**config.mk**
```make
export PLATFORM = sky130hd
export DESIGN_NAME = mid_core
export DESIGN_NICKNAME = d
export VERILOG_FILES = /design/src/mid_pkg.sv /design/src/mid_alu.sv /design/src/mid_core.sv
export VERILOG_INCLUDE_DIRS = /design/src /design/src/src
export SDC_FILE = /design/constraint.sdc
export NUM_CORES = 1
export LEC_CHECK = 0
export BUFFER_PORTS_ARGS = -buffer_cell sky130_fd_sc_hd__buf_4
export CAP_MARGIN = 20
export CORE_UTILIZATION = 50
export DETAILED_ROUTE_END_ITERATION = 7
export GPL_TIMING_DRIVEN = 0
export HOLD_SLACK_MARGIN = 0.1
export PLACE_DENSITY_LB_ADDON = 0.15
export REMOVE_ABC_BUFFERS = 1
export SLEW_MARGIN = 20
export SYNTH_ARGS = -nofsm -noshare
export SYNTH_HDL_FRONTEND = slang
export SYNTH_SLANG_ARGS = --single-unit
```
**constraint.sdc**
```tcl
create_clock -name core_clk -period 19.57 [get_ports core_clk]
set_input_delay 0.9785 -clock core_clk [delete_from_list [all_inputs] [get_ports core_clk]]
set_output_delay 0.9785 -clock core_clk [all_outputs]
set_load 0.01 [all_outputs]
```
**src/mid_defs.svh**
```systemverilog
`ifndef MID_DEFS_SVH
`define MID_DEFS_SVH
`define MID_WORD_W 14
`define MID_PTR_W 12
`define MID_FADDR_W 7
`define MID_FILE_DEPTH 128
`define MID_STACK_DEPTH 8
`define MID_CLS_BYTE 2'h0
`define MID_CLS_BIT 2'h1
`define MID_CLS_CALL 2'h2
`define MID_CLS_JUMP 2'h3
`define MID_OP_MISC 4'h0
`define MID_OP_CLR 4'h1
`define MID_OP_SUB 4'h2
`define MID_OP_DEC 4'h3
`define MID_OP_OR 4'h4
`define MID_OP_AND 4'h5
`define MID_OP_XOR 4'h6
`define MID_OP_ADD 4'h7
`define MID_OP_MOVE 4'h8
`define MID_OP_COM 4'h9
`define MID_OP_INC 4'hA
`define MID_OP_DECSZ 4'hB
`define MID_OP_RR 4'hC
`define MID_OP_RL 4'hD
`define MID_OP_SWAP 4'hE
`define MID_OP_INCSZ 4'hF
`define MID_LIT_EXIT 4'h8
`define MID_LIT_LOAD 4'h9
`define MID_LIT_OR 4'hA
`define MID_LIT_AND 4'hB
`define MID_LIT_ADD 4'hC
`define MID_LIT_XOR 4'hF
`define MID_W_KICK 14'h0004
`define MID_W_SLEEP 14'h0003
`define MID_W_RET 14'h0040
`define MID_W_RETI 14'h0060
`define MID_W_CLRW 14'h0140
`define MID_PTR_RST 12'h000
`define MID_ACC_RST 8'h00
`define MID_WORD_RST 14'h0000
`endif

```
**src/mid_pkg.sv**
```systemverilog
package mid_pkg;
    typedef enum logic [1:0] {
        ST_RUN = 2'b01,
        ST_STANDBY = 2'b10
    } mid_state_t;
    typedef enum logic [3:0] {
        ALU_ADD, ALU_SUB, ALU_AND, ALU_OR, ALU_XOR, ALU_COM, ALU_DEC,
        ALU_INC, ALU_SWAP, ALU_RL, ALU_RR, ALU_PASS, ALU_CLR
    } mid_alu_op_t;
    typedef struct packed {
        logic carry;
        logic half_carry_flag;
        logic zero;
        logic watchdog_expired_flag;
        logic sleep_entered_flag;
    } mid_status_t;
endpackage

```
**src/mid_alu.sv**
```systemverilog
`timescale 1ns/100ps
module mid_alu (
    // Operation
    input mid_pkg::mid_alu_op_t op,
    input logic [7:0] a,
    input logic [7:0] b,
    input logic c_in,
    // Result
    output logic [7:0] res,
    output logic c_out,
    output logic dc_out,
    output logic z_out
);
    import mid_pkg::*;
    always_comb begin
        res = 8'h00;
        c_out = c_in;
        dc_out = 1'b0;
        case (op)
            ALU_ADD: begin
                {c_out, res} = {1'b0, a} + {1'b0, b};
                dc_out = ({1'b0, a[3:0]} + {1'b0, b[3:0]}) > 5'h0F;
            end
            ALU_SUB: begin
                res = b - a;
                c_out = (b >= a);
                dc_out = (b[3:0] >= a[3:0]);
            end
            ALU_AND: res = a & b;
            ALU_OR: res = a | b;
            ALU_XOR: res = a ^ b;
            ALU_COM: res = ~b;
            ALU_DEC: res = b - 8'h01;
            ALU_INC: res = b + 8'h01;
            ALU_SWAP: res = {b[3:0], b[7:4]};
            ALU_RL: begin
                res = {b[6:0], c_in};
                c_out = b[7];
            end
            ALU_RR: begin
                res = {c_in, b[7:1]};
                c_out = b[0];
            end
            ALU_PASS: res = b;
            ALU_CLR: res = 8'h00;
            default: res = 8'h00;
        endcase
        z_out = (res == 8'h00);
    end
endmodule

```
**src/mid_core.sv**
```systemverilog
`timescale 1ns/100ps
`include "mid_defs.svh"
module mid_core #(
    parameter int FILE_DEPTH = `MID_FILE_DEPTH,
    parameter int STACK_DEPTH = `MID_STACK_DEPTH
) (
    // Clock and reset
    input logic core_clk,
    input logic sys_rst,
    // Program memory
    input logic [`MID_WORD_W-1:0] instr_word,
    output logic [`MID_PTR_W-1:0] fetch_pointer,
    // Control
    input logic wake_req,
    input logic wdt_expire,
    // Core state
    output logic [7:0] accum,
    output mid_pkg::mid_status_t status,
    output logic [`MID_PTR_W-1:0] stack_head,
    output logic standby,
    output logic wdt_restart,
    // File write monitor
    output logic file_we,
    output logic [`MID_FADDR_W-1:0] file_addr,
    output logic [7:0] file_wdata
);
    import mid_pkg::*;
    localparam int SP_W = $clog2(STACK_DEPTH);

    mid_state_t state, next_state;
    logic [`MID_WORD_W-1:0] exec_word, next_exec_word;
    logic exec_valid, next_exec_valid;
    logic [`MID_PTR_W-1:0] next_fetch_pointer, next_stack_head;
    logic [7:0] next_accum, next_file_wdata;
    mid_status_t next_status;
    logic next_standby, next_wdt_restart, next_file_we;
    logic [`MID_FADDR_W-1:0] next_file_addr;
    logic [SP_W-1:0] sp, next_sp;
    logic [7:0] file_mem [0:FILE_DEPTH-1];
    logic [`MID_PTR_W-1:0] stack_mem [0:STACK_DEPTH-1];

    // Field split of the executing word
    logic go;
    logic [1:0] cls;
    logic [3:0] sub_op;
    logic [`MID_FADDR_W-1:0] op_addr;
    logic [7:0] lit, file_rd;
    logic [`MID_PTR_W-1:0] target;
    logic [2:0] bit_sel;
    assign go = exec_valid && (state == ST_RUN);
    assign cls = exec_word[13:12];
    assign sub_op = exec_word[11:8];
    assign lit = exec_word[7:0];
    assign target = exec_word[11:0];
    assign bit_sel = exec_word[8:6];
    assign op_addr = (cls == `MID_CLS_BIT) ? {1'b0, exec_word[5:0]} : exec_word[6:0];
    assign file_rd = file_mem[op_addr];

    // Decoded controls
    mid_alu_op_t alu_op;
    logic [7:0] alu_b, bit_val, alu_res;
    logic alu_c, alu_dc, alu_z;
    logic wr_w, wr_f, upd_c, upd_dc, upd_z, skip_zero, bit_skip, bit_wr;
    logic jmp, push, pop, kick, sleep_op, is_rot, is_load, is_bit, is_skipop;

    always_comb begin
        alu_op = ALU_PASS;
        alu_b = file_rd;
        bit_val = file_rd;
        {wr_w, wr_f, upd_c, upd_dc, upd_z, skip_zero, bit_skip, bit_wr} = 8'h00;
        {jmp, push, pop, kick, sleep_op, is_rot, is_load, is_bit, is_skipop} = 9'h000;
        case (cls)
            `MID_CLS_BYTE: begin
                wr_w = !exec_word[7];
                wr_f = exec_word[7];
                case (sub_op)
                    `MID_OP_ADD: begin alu_op = ALU_ADD; {upd_c, upd_dc, upd_z} = 3'h7; end
                    `MID_OP_SUB: begin alu_op = ALU_SUB; {upd_c, upd_dc, upd_z} = 3'h7; end
                    `MID_OP_AND: begin alu_op = ALU_AND; upd_z = 1'b1; end
                    `MID_OP_OR: begin alu_op = ALU_OR; upd_z = 1'b1; end
                    `MID_OP_XOR: begin alu_op = ALU_XOR; upd_z = 1'b1; end
                    `MID_OP_COM: begin alu_op = ALU_COM; upd_z = 1'b1; end
                    `MID_OP_DEC: begin alu_op = ALU_DEC; upd_z = 1'b1; end
                    `MID_OP_INC: begin alu_op = ALU_INC; upd_z = 1'b1; end
                    `MID_OP_SWAP: alu_op = ALU_SWAP;
                    `MID_OP_RL: begin alu_op = ALU_RL; upd_c = 1'b1; is_rot = 1'b1; end
                    `MID_OP_RR: begin alu_op = ALU_RR; upd_c = 1'b1; is_rot = 1'b1; end
                    `MID_OP_INCSZ: begin alu_op = ALU_INC; skip_zero = 1'b1; is_skipop = 1'b1; end
                    `MID_OP_DECSZ: begin alu_op = ALU_DEC; skip_zero = 1'b1; is_skipop = 1'b1; end
                    `MID_OP_MOVE: begin
                        upd_z = exec_word[7];
                        wr_f = 1'b0;
                        wr_w = !exec_word[7];
                    end
                    `MID_OP_CLR: begin
                        alu_op = ALU_CLR;
                        upd_z = exec_word[7] || (exec_word == `MID_W_CLRW);
                        wr_w = (exec_word == `MID_W_CLRW);
                    end
                    `MID_OP_MISC: begin
                        alu_b = accum;
                        wr_w = 1'b0;
                        kick = (exec_word == `MID_W_KICK);
                        sleep_op = (exec_word == `MID_W_SLEEP);
                        pop = (exec_word == `MID_W_RET) || (exec_word == `MID_W_RETI);
                        jmp = pop;
                    end
                    default: begin
                        wr_w = 1'b0;
                        wr_f = 1'b0;
                    end
                endcase
            end
            `MID_CLS_BIT: begin
                alu_b = lit;
                if (!exec_word[11]) begin
                    is_bit = 1'b1;
                    bit_wr = !exec_word[10];
                    bit_val[bit_sel] = exec_word[9];
                    bit_skip = exec_word[10] && (file_rd[bit_sel] == exec_word[9]);
                end else begin
                    case (sub_op)
                        `MID_LIT_ADD: begin alu_op = ALU_ADD; wr_w = 1'b1; {upd_c, upd_dc, upd_z} = 3'h7; end
                        `MID_LIT_AND: begin alu_op = ALU_AND; wr_w = 1'b1; upd_z = 1'b1; end
                        `MID_LIT_OR: begin alu_op = ALU_OR; wr_w = 1'b1; upd_z = 1'b1; end
                        `MID_LIT_XOR: begin alu_op = ALU_XOR; wr_w = 1'b1; upd_z = 1'b1; end
                        `MID_LIT_LOAD: begin wr_w = 1'b1; is_load = 1'b1; end
                        `MID_LIT_EXIT: begin wr_w = 1'b1; pop = 1'b1; jmp = 1'b1; end
                        default: wr_w = 1'b0;
                    endcase
                end
            end
            `MID_CLS_CALL: begin push = 1'b1; jmp = 1'b1; end
            `MID_CLS_JUMP: jmp = 1'b1;
            default: jmp = 1'b0;
        endcase
    end

    mid_alu u_alu (
        .op(alu_op),
        .a(accum),
        .b(alu_b),
        .c_in(status.carry),
        .res(alu_res),
        .c_out(alu_c),
        .dc_out(alu_dc),
        .z_out(alu_z)
    );

    logic skip_taken, flush, mem_we;
    logic [7:0] mem_data;
    assign skip_taken = go && ((skip_zero && alu_z) || bit_skip);
    assign flush = skip_taken || (go && jmp);
    assign mem_we = go && (wr_f || bit_wr);
    assign mem_data = bit_wr ? bit_val : alu_res;

    always_comb begin
        next_state = state;
        next_exec_word = exec_word;
        next_exec_valid = exec_valid;
        next_fetch_pointer = fetch_pointer;
        next_stack_head = stack_head;
        next_sp = sp;
        next_accum = accum;
        next_status = status;
        next_wdt_restart = 1'b0;
        next_file_we = mem_we;
        next_file_addr = op_addr;
        next_file_wdata = mem_data;
        case (state)
            ST_RUN: begin
                next_exec_word = instr_word;
                next_exec_valid = !flush;
                next_fetch_pointer = fetch_pointer + `MID_PTR_W'(1);
                if (go && jmp) begin
                    next_fetch_pointer = pop ? stack_head : target;
                end
                if (go && push) begin
                    next_stack_head = fetch_pointer;
                    next_sp = sp + SP_W'(1);
                end
                if (go && pop) begin
                    next_stack_head = stack_mem[sp - SP_W'(1)];
                    next_sp = sp - SP_W'(1);
                end
                if (go && wr_w) begin
                    next_accum = alu_res;
                end
                if (go && upd_c) begin
                    next_status.carry = alu_c;
                end
                if (go && upd_dc) begin
                    next_status.half_carry_flag = alu_dc;
                end
                if (go && upd_z) begin
                    next_status.zero = alu_z;
                end
                if (go && kick) begin
                    next_wdt_restart = 1'b1;
                    next_status.watchdog_expired_flag = 1'b0;
                    next_status.sleep_entered_flag = 1'b0;
                end
                if (go && sleep_op) begin
                    next_state = ST_STANDBY;
                    next_status.watchdog_expired_flag = 1'b0;
                    next_status.sleep_entered_flag = 1'b1;
                end
            end
            ST_STANDBY: begin
                if (wake_req || wdt_expire) begin
                    next_state = ST_RUN;
                end
            end
            default: next_state = ST_RUN;
        endcase
        if (wdt_expire) begin
            next_status.watchdog_expired_flag = 1'b1;
        end
        next_standby = (next_state == ST_STANDBY);
    end

    always_ff @(posedge core_clk or posedge sys_rst) begin
        if (sys_rst) begin
            state <= ST_RUN;
            exec_word <= `MID_WORD_RST;
            exec_valid <= 1'b0;
            fetch_pointer <= `MID_PTR_RST;
            stack_head <= `MID_PTR_RST;
            sp <= '0;
            accum <= `MID_ACC_RST;
            status <= '0;
            standby <= 1'b0;
            wdt_restart <= 1'b0;
            file_we <= 1'b0;
            file_addr <= '0;
            file_wdata <= 8'h00;
        end else begin
            state <= next_state;
            exec_word <= next_exec_word;
            exec_valid <= next_exec_valid;
            fetch_pointer <= next_fetch_pointer;
            stack_head <= next_stack_head;
            sp <= next_sp;
            accum <= next_accum;
            status <= next_status;
            standby <= next_standby;
            wdt_restart <= next_wdt_restart;
            file_we <= next_file_we;
            file_addr <= next_file_addr;
            file_wdata <= next_file_wdata;
        end
    end

    // Register file and return stack storage
    always_ff @(posedge core_clk) begin
        if (mem_we) begin
            file_mem[op_addr] <= mem_data;
        end
        if (go && push) begin
            stack_mem[sp] <= stack_head;
        end
    end

    // Tested bit and the level that makes it skip
    logic bit_now, test_set;
    assign bit_now = file_rd[bit_sel];
    assign test_set = exec_word[9];
endmodule

```
==> impl_metrics.ini, run 1 <==
[synth]
synth-simple-area-share_pct = 5.50
syn_inst = 3194
synth_ff_type = edfxtp_1
synth.area.top_cells = edfxtp_1, mux2i_1, dfrtp_1, mux4_2, mux2_2
synth_most_common_cell = edfxtp_1
syn_area_um2 = 50100
synth_common_cells = edfxtp_1, nor2_1, mux2i_1
synth_top_cell_area_share_pct = 67.1
synthDistinctLibCells = 94
yosysSeqAreaShare_pct = 70.9
synth_compound_area_share_pct = 10.2
synth_xor_xnor_area_share_pct = 0.210
syn_area_per_cell_um2 = 15.7
yosys.area.top_type = edfxtp_1
synth_top_family_by_area = compound AO/OA/AOI/OAI gates
synth-edff-count = 1120
synthArstFlopShare_pct = 6.28
synthAdderAreaFrac_pct = 0.994
muxShareOfSynthArea_pct = 9.40
yosys_warnings = 0
synth-seq-cells = 1195

[sta]
fin_worst_skew_ns = 0.0350
fin_tns_setup_ns = 0
finalCritPeriodShare_pct = 44.8
slew_viol_final = 0
setup_viol = 0
maxClockFrequency_mhz = 114
worst_pin_slew_ns = 1.24
rsz0062_at_grt = false
relSlewSlack_pct = 17.3
min_period_ns = 8.77
hold_viol = 0
hold_slack_ns = 0.227

[clock_tree]
ctsResizeCount = 0
insertion_delay_ns = 0.75
cts_hold_buf = 0
cts_made_buffers = 130
cts_root_buf = clkbuf_16
postCtsSetupBuffers = 0
ctsLongestPathBuffers = 3
clock_sinks = 1195
htree_levels = 4
cts_tree = yes
path_clk_slew_ns = 0.06

[detailed_routing]
drc = 0
ant_nets = 0
dr_wl_met2_um = 69800
wl_met1_um = 59800
vias_per_cell = 6.64
num_vias = 31059
wl_per_cell_um = 32.8
first_pass_iters = 8
highest_layer = met5
dr_wl_met3_um = 16600
drt_iter0_drc = 4008
wl_um = 153000

[floorplan]
initial_utilization_pct = 50.7
io_pins = 73
die_w_um = 319
fp-row-count = 115
die_area_um2 = 101000
die_h_um = 319
core_um2 = 98900

[cells_and_area]
antennaDiodeCount = 0
fin_util_pct = 58.5
area_delta_synth_final_pct = 15.4
n_fill_cell = 7398
drive_gt1_share_pct = 17.6
fin_area_um2 = 57800
final_nets = 3340

[setup_path]
cp_slowest_stage_delay_ns = 0.95
cp_max_fo = 29
crit_top_cell = a21oi_1
arrival_ns = 9.22
r2r_setup_slack_ns = 10.80
setup.worst_path.class = flip-flop to flip-flop
critPathLaunchType = flip-flop
worstSetupEndpointType = flip-flop
crit_path_top_delay_cell = dfrtp_1
cp_cell_sequence = nand2b_1, nand3_1, a21oi_1, a221oi_1, nand4_1, nor4bb_2, buf_2, a21oi_1, ha_1, nor2b_1, o21ai_0, a21boi_0, o21ai_0, a21oi_1, nand3_1, o21ai_0, a2111oi_0, nand4_1, a21oi_1, a21oi_4, buf_16, buf_16
cp.required_ns = 20.02

[min_path]
worstHoldPathType = input pin to async pin

[run]
cap_viol_max_count = 0

[place]
io_buffers = 72
placed_cell_area_um2 = 53500
dp_hpwl_um = 99500
gp_congestion = 0.943

[run_status]
status = complete, no violations

[global_route]
track_usage_pct = 30.2
grt_pass1_vias = 30394
antenna_found_initial = 4
grt_pass1_wl_um = 219000
overflow = 0
grt_max_degree = 114
## final cells by class
type | count | area [um2] | share of cell area, %
clock buffer | 171 | 3620 | 6.26
tap | 1287 | 1610 | 2.79
sequential | 1195 | 35500 | 61.5
inverter | 51 | 204 | 0.353
clock inverter | 66 | 681 | 1.18
timing repair buffer | 171 | 2660 | 4.61
multi-input combinational | 1735 | 13500 | 23.3
## kinds of logic (layout without fill, tap and decap cells)
group                    Yosys count  after routing
buffers and inverters            264            459
multiplexers                     370            370
XOR/XNOR                          12             12
AO/OA/AOI/OAI                    724            724
AND/OR/NAND/NOR                  591            591
adder cells (fa/ha/maj)           38             38
flip-flops                      1195           1195
## registers in the layout, indices dropped and copies added, names as in the netlist, 3 cells and up
name           cells
file_addr          7
sp                 3
status             5
accum              8
exec_word         14
stack_head        12
file_wdata         8
fetch_pointer     12
file_mem        1024
stack_mem         96
## layout by cell type, fill, tap and decap left out, drive strengths merged, types with 68 or more instances in the layout
master  count
mux2i     207
buf       171
a21oi     128
a22oi      94
nand2     143
edfxtp   1120
clkbuf    171
nor2      240
dfrtp      74
o21ai     107
mux4       68
mux2       95
a221oi     76
## metrics by stage
step / cells / worst slack [ns]
6_report: 4676 / 10.80
5_1_grt: 4676 / 10.62
4_1_cts: 4675 / 11.19
3_5_place_dp: 4438 / 11.24
3_3_place_gp: 4340 / -20.26
2_1_floorplan: 2981 / 1.11
## final timing paths
kind                                            from                   endpoint  depth (start not counted)
setup reg to reg           exec_word[12]$_DFFE_PP0P_  file_mem[79][7]$_DFFE_PP_                         22
setup / recovery           exec_word[12]$_DFFE_PP0P_  file_mem[79][7]$_DFFE_PP_                         22
hold reg to reg                status[0]$_DFFE_PP0P_      status[0]$_DFFE_PP0P_                          2
hold / removal                               sys_rst  exec_word[12]$_DFFE_PP0P_                          2
min in group core_clk                 instr_word[13]  exec_word[13]$_DFFE_PP0P_                          3
max in group asynchronous                    sys_rst   exec_word[1]$_DFFE_PP0P_                          3
## layer usage
| metal | global-route usage [%] | up-vias |
|---|---|---|
| met2 | 46.4 | 1886 |
| met5 | 0 | - |
| met4 | 14.1 | 4 |
| met3 | 7.63 | 338 |
| met1 | 40.6 | 15857 |
| li1 | - | 12974 |
## critical path: cells and delay by family (launching register included)
| kind | cells | cell delay (ns) |
|---|---|---|
| flops | 1 | 0.95 |
| compound gates | 11 | 3.13 |
| fa+ha+maj | 1 | 0.44 |
| simple gates | 7 | 3.06 |
| buf+inv | 3 | 0.80 |
Power of run 1 is not shown: default switching activity piles up to over one toggle a cycle in this logic, so the estimate is an artifact.
==> run 2, diff against run 1 <==
clock period = 8.1 ns   (was 19.57 ns; I/O delays follow)
==> impl_metrics.ini, run 2 (synthesized netlist as in run 1, its figures left out) <==
[run_status]
status = complete, no violations

[setup_path]
worstSetupEndpointType = flip-flop
setup.worst_path.class = flip-flop to flip-flop
critPathLaunchType = flip-flop
cp.required_ns = 8.56
crit_path_top_delay_cell = dfrtp_4
cp_slowest_stage_delay_ns = 0.79
arrival_ns = 8.32
crit_top_cell = buf_16
cp_max_fo = 50
cp_cell_sequence = buf_16, or2_2, o22a_1, o21ai_0, a221oi_1, nand4_1, nor4bb_4, buf_2, a21oi_1, ha_1, nor2b_1, o21ai_0, a21boi_0, o21ai_0, nor2b_1, xnor2_1, o221ai_1, a2111oi_1, nand3_1, nand2_1, o21ai_4, buf_16, buf_16, buf_16

[cells_and_area]
final_common_cell = edfxtp_1
fin_cells = 4698
final_nets = 3362
largest_reg_flops = 1024
final_cell_mix = edfxtp_1, nor2_1, mux2i_1
regMostFlops = file_mem
drive_gt1_share_pct = 18.0
antennaDiodeCount = 0
area_delta_synth_final_pct = 15.9
reg_top3 = file_mem (1024), stack_mem (96), exec_word (14)

[global_route]
track_usage_pct = 30.3
grt_pass1_vias = 30483
grt_pass1_wl_um = 220000
antenna_found_initial = 4
grt_max_degree = 114
overflow = 0

[detailed_routing]
wl_per_cell_um = 32.8
first_pass_iters = 6
dr_wl_met2_um = 69700
ant_nets = 0
highest_layer = met5
wl_met1_um = 59700
drc = 0
vias_per_cell = 6.64
wl_um = 154000
drt_iter0_drc = 4080
num_vias = 31215
dr_wl_met3_um = 17000

[sta]
setup_viol = 0
hold_viol = 0
worst_pin_slew_ns = 1.24
min_period_ns = 7.86
setup_ws_ns = 0.241
rsz0062_at_grt = false
maxClockFrequency_mhz = 127
fin_tns_setup_ns = 0
slew_viol_final = 0
relSlewSlack_pct = 17.4
hold_slack_ns = 0.209
fin_worst_skew_ns = 0.0362
finalCritPeriodShare_pct = 97.0

[place]
gp_congestion = 0.943
io_buffers = 72
pre_cts_ws_ns = -0.233
placedCellCount = 4438
dp_hpwl_um = 99500

[run]
cap_viol_max_count = 0

[floorplan]
die_h_um = 319
io_pins = 73
die_area_um2 = 101000
die_w_um = 319
fp-row-count = 115
core_um2 = 98900
initial_utilization_pct = 50.7

[clock_tree]
cts_root_buf = clkbuf_16
path_clk_slew_ns = 0.06
cts_tree = yes
htree_levels = 4
insertion_delay_ns = 0.75
clock_sinks = 1195
ctsLongestPathBuffers = 3
cts_made_buffers = 130

[min_path]
worstHoldPathType = input pin to async pin
[run 2: path summary, 6_finish.rpt]
| path | startpoint | to | slack [ns] | cells past startpoint |
|---|---|---|---|---|
| worst max register to register | exec_word[2]$_DFFE_PP0P_ | file_mem[41][5]$_DFFE_PP_ | 0.24 | 24 |
| worst min register to register | status[0]$_DFFE_PP0P_ | status[0]$_DFFE_PP0P_ | 0.51 | 2 |
| worst min-delay path | sys_rst | exec_word[12]$_DFFE_PP0P_ | 0.21 | 3 |
| max in group asynchronous | sys_rst | exec_word[1]$_DFFE_PP0P_ | 7.30 | 4 |
| min in group core_clk | instr_word[13] | exec_word[13]$_DFFE_PP0P_ | 0.43 | 4 |
| worst max-delay path | exec_word[2]$_DFFE_PP0P_ | file_mem[41][5]$_DFFE_PP_ | 0.24 | 24 |
[run 2: area by class of cell]
type | count | area, um2
Multi-Input combinational cell | 1735 | 13500
Clock buffer | 171 | 3620
Tap cell | 1287 | 1610
Sequential cell | 1195 | 35500
Inverter | 51 | 204
Clock inverter | 66 | 681
Fill cell | 7362 | 40800
Timing Repair Buffer | 193 | 2890
[run 2: worst max-delay path: cells and delay by family (launching register included)]
family	cells	cell delay (ns)
compound gates	10	2.87
fa+ha+maj	1	0.45
simple gates	7	2.01
flops	1	0.79
buf+inv	5	1.21
xor+xnor	1	0.14
[run 2: repair_timing]
item | in CTS | in global routing
setup endpoints to repair | 410 | 731
endpoints found under the hold margin | 91 | 0
resized for setup | 4 | 12
buffers inserted | 0 | 5
hold buffers | 17 | 0
[run 2: through the flow]
stage / utilization, % / cell area [um2]
after floorplan: - / 48900
after global placement: 51.6 / 51000
after detailed placement: 54.1 / 53500
after CTS: 58.6 / 58000
after global routing: 58.7 / 58100
final: 58.7 / 58100
[run 2: layer usage]
metal	track usage, %	vias up
li1	-	13021
met1	40.6	15857
met2	46.6	1966
met3	7.63	367
met4	14.1	4
met5	0	-
Power of run 2 is left out for the same reason.
